===== config.mk =====
export PLATFORM = sky130hd
export DESIGN_NAME = fcag_host_end_flat
export DESIGN_NICKNAME = d
export VERILOG_FILES = /design/src/verilog/fcag_pkg.sv /design/src/verilog/fcag_link_if.sv /design/src/verilog/fcag_host_end.sv /design/src/flat_wrapper.sv
export VERILOG_INCLUDE_DIRS = /design/src /design/src/verilog
export SDC_FILE = /design/constraint.sdc
export NUM_CORES = 1
export LEC_CHECK = 0
export BUFFER_PORTS_ARGS = -buffer_cell sky130_fd_sc_hd__buf_4
export CORE_AREA = 2 2 105 107
export CTS_BUF_LIST = sky130_fd_sc_hd__clkbuf_4 sky130_fd_sc_hd__clkbuf_8
export CTS_CLUSTER_SIZE = 16
export DETAILED_ROUTE_END_ITERATION = 6
export DIE_AREA = 0 0 107 109
export PLACE_DENSITY_LB_ADDON = 0.2
export SKIP_CTS_REPAIR_TIMING = 1
export SLEW_MARGIN = 10
export SYNTH_ARGS = -nofsm -noshare
export SYNTH_HDL_FRONTEND = slang
export SYNTH_SLANG_ARGS = --single-unit

===== constraint.sdc =====
create_clock -name clk -period 6.43 [get_ports clk]
set_input_delay 0.643 -clock clk [delete_from_list [all_inputs] [get_ports clk]]
set_output_delay 0.643 -clock clk [all_outputs]
set_load 0.01 [all_outputs]

===== src/verilog/fcag_consts.svh =====
`ifndef FCAG_CONSTS_SVH
`define FCAG_CONSTS_SVH

// control addresses and fill area of the device
`define FCAG_ADDR_PCTL     17'h0ff80
`define FCAG_ADDR_EBS1     17'h0ff82
`define FCAG_ADDR_EBS2     17'h0ff83
`define FCAG_FILL_LO       17'h0f780
`define FCAG_FILL_BYTE     8'hff
`define FCAG_PCTL_RST      8'h80
`define FCAG_EBS_RST       8'h00
`define FCAG_PCTL_HV_BIT   7
`define FCAG_PCTL_P_BIT    0
`define FCAG_PCTL_E_BIT    1

// controller register offsets
`define FCAG_OFF_CTRL      8'h00
`define FCAG_OFF_ADDR      8'h04
`define FCAG_OFF_WDATA     8'h08
`define FCAG_OFF_CMD       8'h0c
`define FCAG_OFF_STATUS    8'h10
`define FCAG_OFF_IRQ_ST    8'h14
`define FCAG_OFF_IRQ_CLR   8'h18
`define FCAG_OFF_IRQ_EN    8'h1c

// controller field positions
`define FCAG_CTRL_HV_BIT   2
`define FCAG_CTRL_STANDBY_REQUEST_PIN_BIT 3
`define FCAG_CTRL_WDOG_BIT 4
`define FCAG_CMD_GO_BIT    0
`define FCAG_CMD_WR_BIT    1
`define FCAG_ST_BUSY_BIT   8
`define FCAG_ST_EXT_BIT    9
`define FCAG_ST_HV_BIT     10
`define FCAG_ST_STANDBY_REQUEST_PIN_BIT   11
`define FCAG_IRQ_BUS_BIT   0
`define FCAG_IRQ_SUP_BIT   1
`define FCAG_IRQ_WDOG_BIT  2
`define FCAG_IRQ_PWR_BIT   3

// timing
`define FCAG_CLK_HZ        20000000
`define FCAG_RES_HOLD_CYC  10
`define FCAG_OSC_SETTLE_MS 20
`define FCAG_OSC_SETTLE_CYC ((`FCAG_OSC_SETTLE_MS * `FCAG_CLK_HZ) / 1000)
`define FCAG_PE_MAX_US     1000
`define FCAG_PE_MAX_CYC    ((`FCAG_PE_MAX_US * (`FCAG_CLK_HZ / 1000)) / 1000)

`endif


===== src/verilog/fcag_pkg.sv =====
package fcag_pkg;

  // operating mode pins
  typedef enum logic [1:0]
  {
    FCAG_MODE_PROG = 2'h0,
    FCAG_MODE_1    = 2'h1,
    FCAG_MODE_2    = 2'h2,
    FCAG_MODE_3    = 2'h3
  } fcag_mode_e;

  // where a bus access lands
  typedef enum logic [1:0]
  {
    FCAG_RT_ARRAY = 2'h0,
    FCAG_RT_REG   = 2'h1,
    FCAG_RT_FILL  = 2'h2,
    FCAG_RT_EXT   = 2'h3
  } fcag_route_e;

  // controller sequencer
  typedef enum logic [2:0]
  {
    FCAG_HS_POWERUP = 3'h0,
    FCAG_HS_IDLE    = 3'h1,
    FCAG_HS_BUS     = 3'h3,
    FCAG_HS_HOLD    = 3'h5,
    FCAG_HS_SWITCH  = 3'h4
  } fcag_hstate_e;

endpackage


===== src/verilog/fcag_link_if.sv =====
`timescale 1ns/1ps
`default_nettype none
interface fcag_link_if;
  // pins from the controller
  logic        rstPinN;
  logic        supplyHigh;
  logic        supplyLow;
  logic [1:0]  modeSel;
  // byte bus from the controller
  logic        busReq;
  logic        busWrite;
  logic [16:0] busAddr;
  logic [7:0]  busWdata;
  // answers and state from the device
  logic        busAck;
  logic [7:0]  busRdata;
  logic        busExt;
  logic        hvFlag;
  logic        standby;

  modport device
  (
    input  rstPinN, supplyHigh, supplyLow, modeSel, busReq, busWrite, busAddr, busWdata,
    output busAck, busRdata, busExt, hvFlag, standby
  );
  modport host
  (
    output rstPinN, supplyHigh, supplyLow, modeSel, busReq, busWrite, busAddr, busWdata,
    input  busAck, busRdata, busExt, hvFlag, standby
  );
endinterface
`default_nettype wire


===== src/verilog/fcag_host_end.sv =====
// Implementation choice: register access over AXI4-Lite.
`timescale 1ns/1ps
`default_nettype none
`include "fcag_consts.svh"

module fcag_host_end
#(
  parameter int unsigned OSC_SETTLE_CYC = `FCAG_OSC_SETTLE_CYC,
  parameter int unsigned WDOG_CYC       = `FCAG_PE_MAX_CYC
)
(
  // clock and reset
  input  wire logic        clk,
  input  wire logic        reset_n,
  // axi4-lite write
  input  wire logic [7:0]  awaddr,
  input  wire logic        awvalid,
  output logic             awready,
  input  wire logic [31:0] wdata,
  input  wire logic [3:0]  wstrb,
  input  wire logic        wvalid,
  output logic             wready,
  output logic      [1:0]  bresp,
  output logic             bvalid,
  input  wire logic        bready,
  // axi4-lite read
  input  wire logic [7:0]  araddr,
  input  wire logic        arvalid,
  output logic             arready,
  output logic      [31:0] rdata,
  output logic      [1:0]  rresp,
  output logic             rvalid,
  input  wire logic        rready,
  // interrupt
  output logic             irq,
  // link to the device
  fcag_link_if.host        link
);

  fcag_pkg::fcag_hstate_e state_reg;
  logic [18:0] cnt_reg;
  logic [14:0] wdogCnt_reg;
  logic        wdogArmed_reg, wdogFire_reg, goPend_reg, goWr_reg;
  logic [4:0]  ctrl_reg;
  logic [16:0] addr_reg;
  logic [7:0]  wdat_reg, rdat_reg;
  logic        ext_reg, rstPin_reg, hv_reg, low_reg, req_reg;
  logic [7:0]  reqWdata_reg;
  logic [3:0]  irqSt_reg, irqEn_reg, evt;
  logic [31:0] wmask, rmux;
  logic        wr, supDiff, peSet;

  // writes need both channels; the response follows both
  assign wr      = awvalid & wvalid & ~bvalid;
  assign awready = wr;
  assign wready  = wr;
  assign arready = ~rvalid;
  assign wmask   = {{8{wstrb[3]}}, {8{wstrb[2]}}, {8{wstrb[1]}}, {8{wstrb[0]}}};
  assign supDiff = (hv_reg != ctrl_reg[`FCAG_CTRL_HV_BIT]) |
                   (low_reg != ctrl_reg[`FCAG_CTRL_STANDBY_REQUEST_PIN_BIT]);
  assign peSet   = wdat_reg[`FCAG_PCTL_P_BIT] | wdat_reg[`FCAG_PCTL_E_BIT];

  // write response
  always_ff @(posedge clk)
  begin
    if (!reset_n)
      bvalid <= 1'b0;
    else if (wr)
      bvalid <= 1'b1;
    else if (bready)
      bvalid <= 1'b0;
  end
  assign bresp = 2'h0;

  // software registers, byte lanes honoured
  always_ff @(posedge clk)
  begin
    if (!reset_n)
    begin
      ctrl_reg <= 5'h00;
      addr_reg <= 17'h00000;
      wdat_reg <= 8'h00;
      irqEn_reg <= 4'h0;
    end
    else if (wr)
    begin
      case (awaddr)
        `FCAG_OFF_CTRL:   ctrl_reg  <= (ctrl_reg & ~wmask[4:0]) | (wdata[4:0] & wmask[4:0]);
        `FCAG_OFF_ADDR:   addr_reg  <= (addr_reg & ~wmask[16:0]) | (wdata[16:0] & wmask[16:0]);
        `FCAG_OFF_WDATA:  wdat_reg  <= (wdat_reg & ~wmask[7:0]) | (wdata[7:0] & wmask[7:0]);
        `FCAG_OFF_IRQ_EN: irqEn_reg <= (irqEn_reg & ~wmask[3:0]) | (wdata[3:0] & wmask[3:0]);
        default:          ctrl_reg  <= ctrl_reg;
      endcase
    end
  end

  // read mux, unmapped reads zero with slave error
  always_comb
  begin
    rmux = 32'h00000000;
    case (araddr)
      `FCAG_OFF_CTRL:   rmux[4:0]  = ctrl_reg;
      `FCAG_OFF_ADDR:   rmux[16:0] = addr_reg;
      `FCAG_OFF_WDATA:  rmux[7:0]  = wdat_reg;
      `FCAG_OFF_STATUS: rmux[11:0] = {link.standby, link.hvFlag, ext_reg,
                                      goPend_reg | (state_reg != fcag_pkg::FCAG_HS_IDLE),
                                      rdat_reg};
      `FCAG_OFF_IRQ_ST: rmux[3:0]  = irqSt_reg;
      `FCAG_OFF_IRQ_EN: rmux[3:0]  = irqEn_reg;
      default:          rmux       = 32'h00000000;
    endcase
  end

  // read answer one cycle after the address is taken
  always_ff @(posedge clk)
  begin
    if (!reset_n)
    begin
      rvalid <= 1'b0;
      rdata  <= 32'h00000000;
      rresp  <= 2'h0;
    end
    else if (arvalid && !rvalid)
    begin
      rvalid <= 1'b1;
      rdata  <= rmux;
      rresp  <= (araddr == `FCAG_OFF_CMD || araddr == `FCAG_OFF_IRQ_CLR ||
                 araddr > `FCAG_OFF_IRQ_EN || araddr[1:0] != 2'h0) ? 2'h2 : 2'h0;
    end
    else if (rready)
      rvalid <= 1'b0;
  end

  // command pending; a command while one is pending or a bus access runs is ignored
  always_ff @(posedge clk)
  begin
    if (!reset_n)
    begin
      goPend_reg <= 1'b0;
      goWr_reg   <= 1'b0;
    end
    else if (wr && awaddr == `FCAG_OFF_CMD && wstrb[0] && wdata[`FCAG_CMD_GO_BIT] &&
             !goPend_reg && state_reg != fcag_pkg::FCAG_HS_BUS)
    begin
      goPend_reg <= 1'b1;
      goWr_reg   <= wdata[`FCAG_CMD_WR_BIT];
    end
    else if (state_reg == fcag_pkg::FCAG_HS_IDLE && !supDiff && !wdogFire_reg &&
             !low_reg)
      goPend_reg <= 1'b0;
  end

  // sequencer: reset pin, supply level and bus accesses
  always_ff @(posedge clk)
  begin
    if (!reset_n)
    begin
      state_reg <= fcag_pkg::FCAG_HS_POWERUP;
      cnt_reg <= 19'h00000;
      rstPin_reg <= 1'b0;
      hv_reg <= 1'b0;
      low_reg <= 1'b0;
      req_reg <= 1'b0;
      reqWdata_reg <= 8'h00;
      rdat_reg <= 8'h00;
      ext_reg <= 1'b0;
    end
    else
    begin
      case (state_reg)
        fcag_pkg::FCAG_HS_POWERUP:
          if (cnt_reg >= 19'(OSC_SETTLE_CYC - 1))
          begin
            rstPin_reg <= 1'b1;
            state_reg <= fcag_pkg::FCAG_HS_IDLE;
          end
          else
            cnt_reg <= cnt_reg + 19'h00001;
        fcag_pkg::FCAG_HS_IDLE:
          if (supDiff || wdogFire_reg)
          begin
            rstPin_reg <= 1'b0;
            cnt_reg <= 19'h00000;
            state_reg <= fcag_pkg::FCAG_HS_HOLD;
          end
          else if (goPend_reg && !low_reg)
          begin
            req_reg <= 1'b1;
            // program/erase bits pass only with the watchdog on
            reqWdata_reg <= (addr_reg == `FCAG_ADDR_PCTL && !ctrl_reg[`FCAG_CTRL_WDOG_BIT]) ?
              (wdat_reg & 8'hfc) : wdat_reg;
            state_reg <= fcag_pkg::FCAG_HS_BUS;
          end
        fcag_pkg::FCAG_HS_BUS:
          if (link.busAck)
          begin
            req_reg <= 1'b0;
            rdat_reg <= link.busRdata;
            ext_reg <= link.busExt;
            state_reg <= fcag_pkg::FCAG_HS_IDLE;
          end
        fcag_pkg::FCAG_HS_HOLD:
          if (cnt_reg >= 19'(`FCAG_RES_HOLD_CYC - 1))
          begin
            // device held in reset, so its program/erase bits are clear
            hv_reg <= ctrl_reg[`FCAG_CTRL_HV_BIT];
            low_reg <= ctrl_reg[`FCAG_CTRL_STANDBY_REQUEST_PIN_BIT];
            cnt_reg <= 19'h00000;
            state_reg <= fcag_pkg::FCAG_HS_SWITCH;
          end
          else
            cnt_reg <= cnt_reg + 19'h00001;
        fcag_pkg::FCAG_HS_SWITCH:
          if (cnt_reg >= 19'(`FCAG_RES_HOLD_CYC - 1))
          begin
            rstPin_reg <= 1'b1;
            state_reg <= fcag_pkg::FCAG_HS_IDLE;
          end
          else
            cnt_reg <= cnt_reg + 19'h00001;
        default:
          state_reg <= fcag_pkg::FCAG_HS_POWERUP;
      endcase
    end
  end

  // watchdog while program/erase bits may be set
  always_ff @(posedge clk)
  begin
    if (!reset_n || state_reg == fcag_pkg::FCAG_HS_HOLD)
    begin
      wdogArmed_reg <= 1'b0;
      wdogFire_reg <= 1'b0;
      wdogCnt_reg <= 15'h0000;
    end
    else if (state_reg == fcag_pkg::FCAG_HS_BUS && link.busAck && goWr_reg &&
             addr_reg == `FCAG_ADDR_PCTL)
    begin
      wdogArmed_reg <= peSet & ctrl_reg[`FCAG_CTRL_WDOG_BIT];
      wdogCnt_reg <= 15'h0000;
    end
    else if (wdogArmed_reg)
    begin
      if (wdogCnt_reg >= 15'(WDOG_CYC - 1))
      begin
        wdogArmed_reg <= 1'b0;
        wdogFire_reg <= 1'b1;
      end
      else
        wdogCnt_reg <= wdogCnt_reg + 15'h0001;
    end
  end

  // events; a set wins over a clear in the same cycle
  assign evt[`FCAG_IRQ_BUS_BIT]  = (state_reg == fcag_pkg::FCAG_HS_BUS) & link.busAck;
  assign evt[`FCAG_IRQ_SUP_BIT]  = (state_reg == fcag_pkg::FCAG_HS_SWITCH) & rstPin_reg == 1'b0 &
                                   (cnt_reg >= 19'(`FCAG_RES_HOLD_CYC - 1));
  assign evt[`FCAG_IRQ_WDOG_BIT] = wdogArmed_reg & (wdogCnt_reg >= 15'(WDOG_CYC - 1));
  assign evt[`FCAG_IRQ_PWR_BIT]  = (state_reg == fcag_pkg::FCAG_HS_POWERUP) &
                                   (cnt_reg >= 19'(OSC_SETTLE_CYC - 1));

  always_ff @(posedge clk)
  begin
    if (!reset_n)
      irqSt_reg <= 4'h0;
    else if (wr && awaddr == `FCAG_OFF_IRQ_CLR)
      irqSt_reg <= (irqSt_reg & ~(wdata[3:0] & wmask[3:0])) | evt;
    else
      irqSt_reg <= irqSt_reg | evt;
  end
  assign irq = |(irqSt_reg & irqEn_reg);

  // link outputs, all from flops
  assign link.rstPinN    = rstPin_reg;
  assign link.supplyHigh = hv_reg;
  assign link.supplyLow  = low_reg;
  assign link.modeSel    = ctrl_reg[1:0];
  assign link.busReq     = req_reg;
  assign link.busWrite   = goWr_reg;
  assign link.busAddr    = addr_reg;
  assign link.busWdata   = reqWdata_reg;

endmodule // fcag_host_end
`default_nettype wire


===== src/flat_wrapper.sv =====
// flat-port wrapper written by rule: the top's interface ports become plain ports
module fcag_host_end_flat 
#(
  parameter int unsigned OSC_SETTLE_CYC = `FCAG_OSC_SETTLE_CYC,
  parameter int unsigned WDOG_CYC       = `FCAG_PE_MAX_CYC
)
  (clk, reset_n, awaddr, awvalid, awready, wdata, wstrb, wvalid, wready, bresp, bvalid, bready, araddr, arvalid, arready, rdata, rresp, rvalid, rready, irq, link_rstPinN, link_supplyHigh, link_supplyLow, link_modeSel, link_busReq, link_busWrite, link_busAddr, link_busWdata, link_busAck, link_busRdata, link_busExt, link_hvFlag, link_standby);
  fcag_link_if link_i ();
  input  wire logic clk;
  input  wire logic reset_n;
  input  wire logic [7:0] awaddr;
  input  wire logic awvalid;
  output logic awready;
  input  wire logic [31:0] wdata;
  input  wire logic [3:0] wstrb;
  input  wire logic wvalid;
  output logic wready;
  output logic      [1:0] bresp;
  output logic bvalid;
  input  wire logic bready;
  input  wire logic [7:0] araddr;
  input  wire logic arvalid;
  output logic arready;
  output logic      [31:0] rdata;
  output logic      [1:0] rresp;
  output logic rvalid;
  input  wire logic rready;
  output logic irq;
  output wire logic [$bits(link_i.rstPinN)-1:0] link_rstPinN;
  output wire logic [$bits(link_i.supplyHigh)-1:0] link_supplyHigh;
  output wire logic [$bits(link_i.supplyLow)-1:0] link_supplyLow;
  output wire logic [$bits(link_i.modeSel)-1:0] link_modeSel;
  output wire logic [$bits(link_i.busReq)-1:0] link_busReq;
  output wire logic [$bits(link_i.busWrite)-1:0] link_busWrite;
  output wire logic [$bits(link_i.busAddr)-1:0] link_busAddr;
  output wire logic [$bits(link_i.busWdata)-1:0] link_busWdata;
  input wire logic [$bits(link_i.busAck)-1:0] link_busAck;
  input wire logic [$bits(link_i.busRdata)-1:0] link_busRdata;
  input wire logic [$bits(link_i.busExt)-1:0] link_busExt;
  input wire logic [$bits(link_i.hvFlag)-1:0] link_hvFlag;
  input wire logic [$bits(link_i.standby)-1:0] link_standby;
  assign link_rstPinN = link_i.rstPinN;
  assign link_supplyHigh = link_i.supplyHigh;
  assign link_supplyLow = link_i.supplyLow;
  assign link_modeSel = link_i.modeSel;
  assign link_busReq = link_i.busReq;
  assign link_busWrite = link_i.busWrite;
  assign link_busAddr = link_i.busAddr;
  assign link_busWdata = link_i.busWdata;
  assign link_i.busAck = link_busAck;
  assign link_i.busRdata = link_busRdata;
  assign link_i.busExt = link_busExt;
  assign link_i.hvFlag = link_hvFlag;
  assign link_i.standby = link_standby;
  fcag_host_end #(.OSC_SETTLE_CYC(OSC_SETTLE_CYC), .WDOG_CYC(WDOG_CYC)) u_core (.clk(clk), .reset_n(reset_n), .awaddr(awaddr), .awvalid(awvalid), .awready(awready), .wdata(wdata), .wstrb(wstrb), .wvalid(wvalid), .wready(wready), .bresp(bresp), .bvalid(bvalid), .bready(bready), .araddr(araddr), .arvalid(arvalid), .arready(arready), .rdata(rdata), .rresp(rresp), .rvalid(rvalid), .rready(rready), .irq(irq), .link(link_i));
endmodule

==> impl_metrics.json <==
{
  "wl_per_cell_um": 16.6,
  "postPlaceCellArea_um2": 6510,
  "ir_drop_v": 0.000135,
  "first_pass_iters": 6,
  "tightest_slew_ns": 1.20,
  "setup_slack_ns": 3.46,
  "worst-endpoint-arrival_ns": 3.31,
  "drc": 0,
  "chipWidth_um": 107,
  "io_buffers": 110,
  "final.setup.tns_ns": 0,
  "maxSlewViolCount": 0,
  "cts_tree": "yes",
  "synth_edf_count": 0,
  "ant_nets": 0,
  "status": "complete, no violations",
  "cpLargestDelayFamily": "compound AO/OA/AOI/OAI gates",
  "cts_sinks": 120,
  "async_reset_ff_share_pct": 0,
  "worstSetupPathType": "register to register",
  "cp_common_cell": "or4_4",
  "ys_ff_latch": 120,
  "die_h_um": 109,
  "synth_cells": 699,
  "initial_utilization_pct": 53.8,
  "gp_congestion": 0.950,
  "drt_iter0_drc": 432,
  "ys_seq_area_share_pct": 42.1,
  "holdCritPathClass": "primary input to register",
  "finalSetupViolations": 0,
  "grt_pass1_vias": 5115,
  "path_max_fanout": 12,
  "path_clk_slew_ns": 0.07,
  "dieArea_um2": 11700,
  "post-place-ws_ns": 3.50,
  "via_per_inst": 5.84,
  "clk_latency_ns": 0.45,
  "wl_um": 15800,
  "required_ns": 6.76,
  "grt_max_degree": 62,
  "end_kind": "register",
  "globalRoute.totalOverflow": 0,
  "area_delta_synth_final_pct": 22.3,
  "slowest_delay_ns": 0.62,
  "cap_violations": 0,
  "final.period_utilization_pct": 46.2,
  "slew_headroom_pct": 19.7,
  "antennaDiodeCount": 0,
  "leakage_nw": 2.69,
  "grt_pass1_wl_um": 25100,
  "power.density_nw_per_um2": 250,
  "min_period_ns": 2.97,
  "dp_hpwl_um": 11200,
  "finalHoldViolations": 0,
  "clockBufferDepth": 2,
  "yosys_warnings": 0,
  "worstPathCellList": "or4_4 > or4_4 > o211ai_2 > a21o_1 > nor3_1 > o2bb2ai_1",
  "layout_commonest_cell": "nand2_1",
  "core_um2": 10600,
  "finClkSkew_ns": 0.0104,
  "design_area_um2": 6980,
  "synth_cell_types": 65,
  "drive_gt1_share_pct": 20.4,
  "worst_path_max_delay_cell": "o211ai_2",
  "final_net_count": 871,
  "n_fill_cell": 894,
  "vias": 5550,
  "cts_made_buffers": 17,
  "antenna_found_initial": 0,
  "avgSynthCellArea_um2": 8.16,
  "io_pins": 145,
  "rows": 38,
  "final_cell_mix": "nand2_1 (127), dfxtp_1 (120), buf_4 (113), a21oi_1 (80), nor2_1 (68)",
  "grt_use_total_pct": 27.6,
  "synth_ff_type": "dfxtp_1",
  "rsz0062_at_grt": "no",
  "fmax_ghz": 0.337,
  "htreeDepth": 4,
  "netlist_area_um2": 5700,
  "clockRootBuffer": "clkbuf_8",
  "worst-path-buf-inv": 0,
  "worstSetupStartpointType": "register"
}
## power breakdown
part	internal (mW)	leakage, nW	switching, mW
logic	0.0712	1.50	0.115
registers	0.758	0.969	0.0214
clock network	0.469	0.225	0.310
total	1.30	2.69	0.447
## synthesized netlist by cell type, types with 7 or more instances
master    instances  area share [%]
a211oi_1         10             1.3
a21oi_1          80             7.0
a221oi_1          7             1.1
buf_4            22             2.9
clkbuf_1         26             1.7
dfxtp_1         120              42
inv_1            13            0.86
mux2i_1          16             2.8
nand2_1         127             8.4
nand3_1          27             2.4
nand4_1           9            0.99
nor2_1           68             4.5
nor3_1           15             1.3
nor4_1           10             1.1
o211ai_1         10             1.3
o21ai_0          14             1.2
xnor2_1           9             1.4
xor2_1           11             1.7
## layout make-up
type	instances	area (µm²)	share of cell area [%]
well taps	140	175	2.51
multi-input cells	532	3040	43.6
inverters	13	48.8	0.700
flip-flops and latches	120	2400	34.4
clock buffers	22	297	4.25
repair buffers	113	848	12.2
clock inverters	10	165	2.37
## routing by layer
metal,routed length [µm],global-route usage (%),vias up,share of wire (%)
met4,261,10.4,0,1.7
met3,1300,6.52,32,8.2
met2,7840,46.2,253,50
met5,0,0,-,0
li1,-,-,2650,-
met1,6410,34.7,2615,41
## cells by family after synthesis
logic type               share of synthesized area (%)
AND/OR/NAND/NOR                                   25.8
other                                           0.0658
XOR/XNOR                                          3.07
flip-flops                                        42.1
AO/OA/AOI/OAI                                     18.7
adder cells (fa/ha/maj)                          0.658
buffers and inverters                             5.79
multiplexers                                      3.80
## worst reg2reg max path, cell delays in order (launching register included)
cell	delay [ns]
dfxtp_1	0.35
or4_4	0.58
or4_4	0.57
o211ai_2	0.62
a21o_1	0.45
nor3_1	0.10
o2bb2ai_1	0.19
## path summary, 6_finish.rpt
kind / start / end / slack (ns) / depth (start not counted)
worst min-delay path: rready / u_core.rvalid / 0.37 / 2
worst min register to register: u_core.rdata[15] / u_core.rdata[15] / 0.45 / 2
worst max register to register: u_core.cnt_reg[13] / u_core.cnt_reg[17] / 3.46 / 6
worst max-delay path: u_core.cnt_reg[13] / u_core.cnt_reg[17] / 3.46 / 6
## through the flow
stage,hold WS (ns),utilization (%),instances,power (mW)
2_1_floorplan,0.433,-,716,0.917
3_3_place_gp,0.439,61.4,918,0.972
3_5_place_dp,0.444,61.4,918,0.980
4_1_cts,0.357,65.8,950,1.75
5_1_grt,0.358,65.8,950,1.81
6_report,0.374,65.8,950,1.75
(Power assumes the default switching activity.)
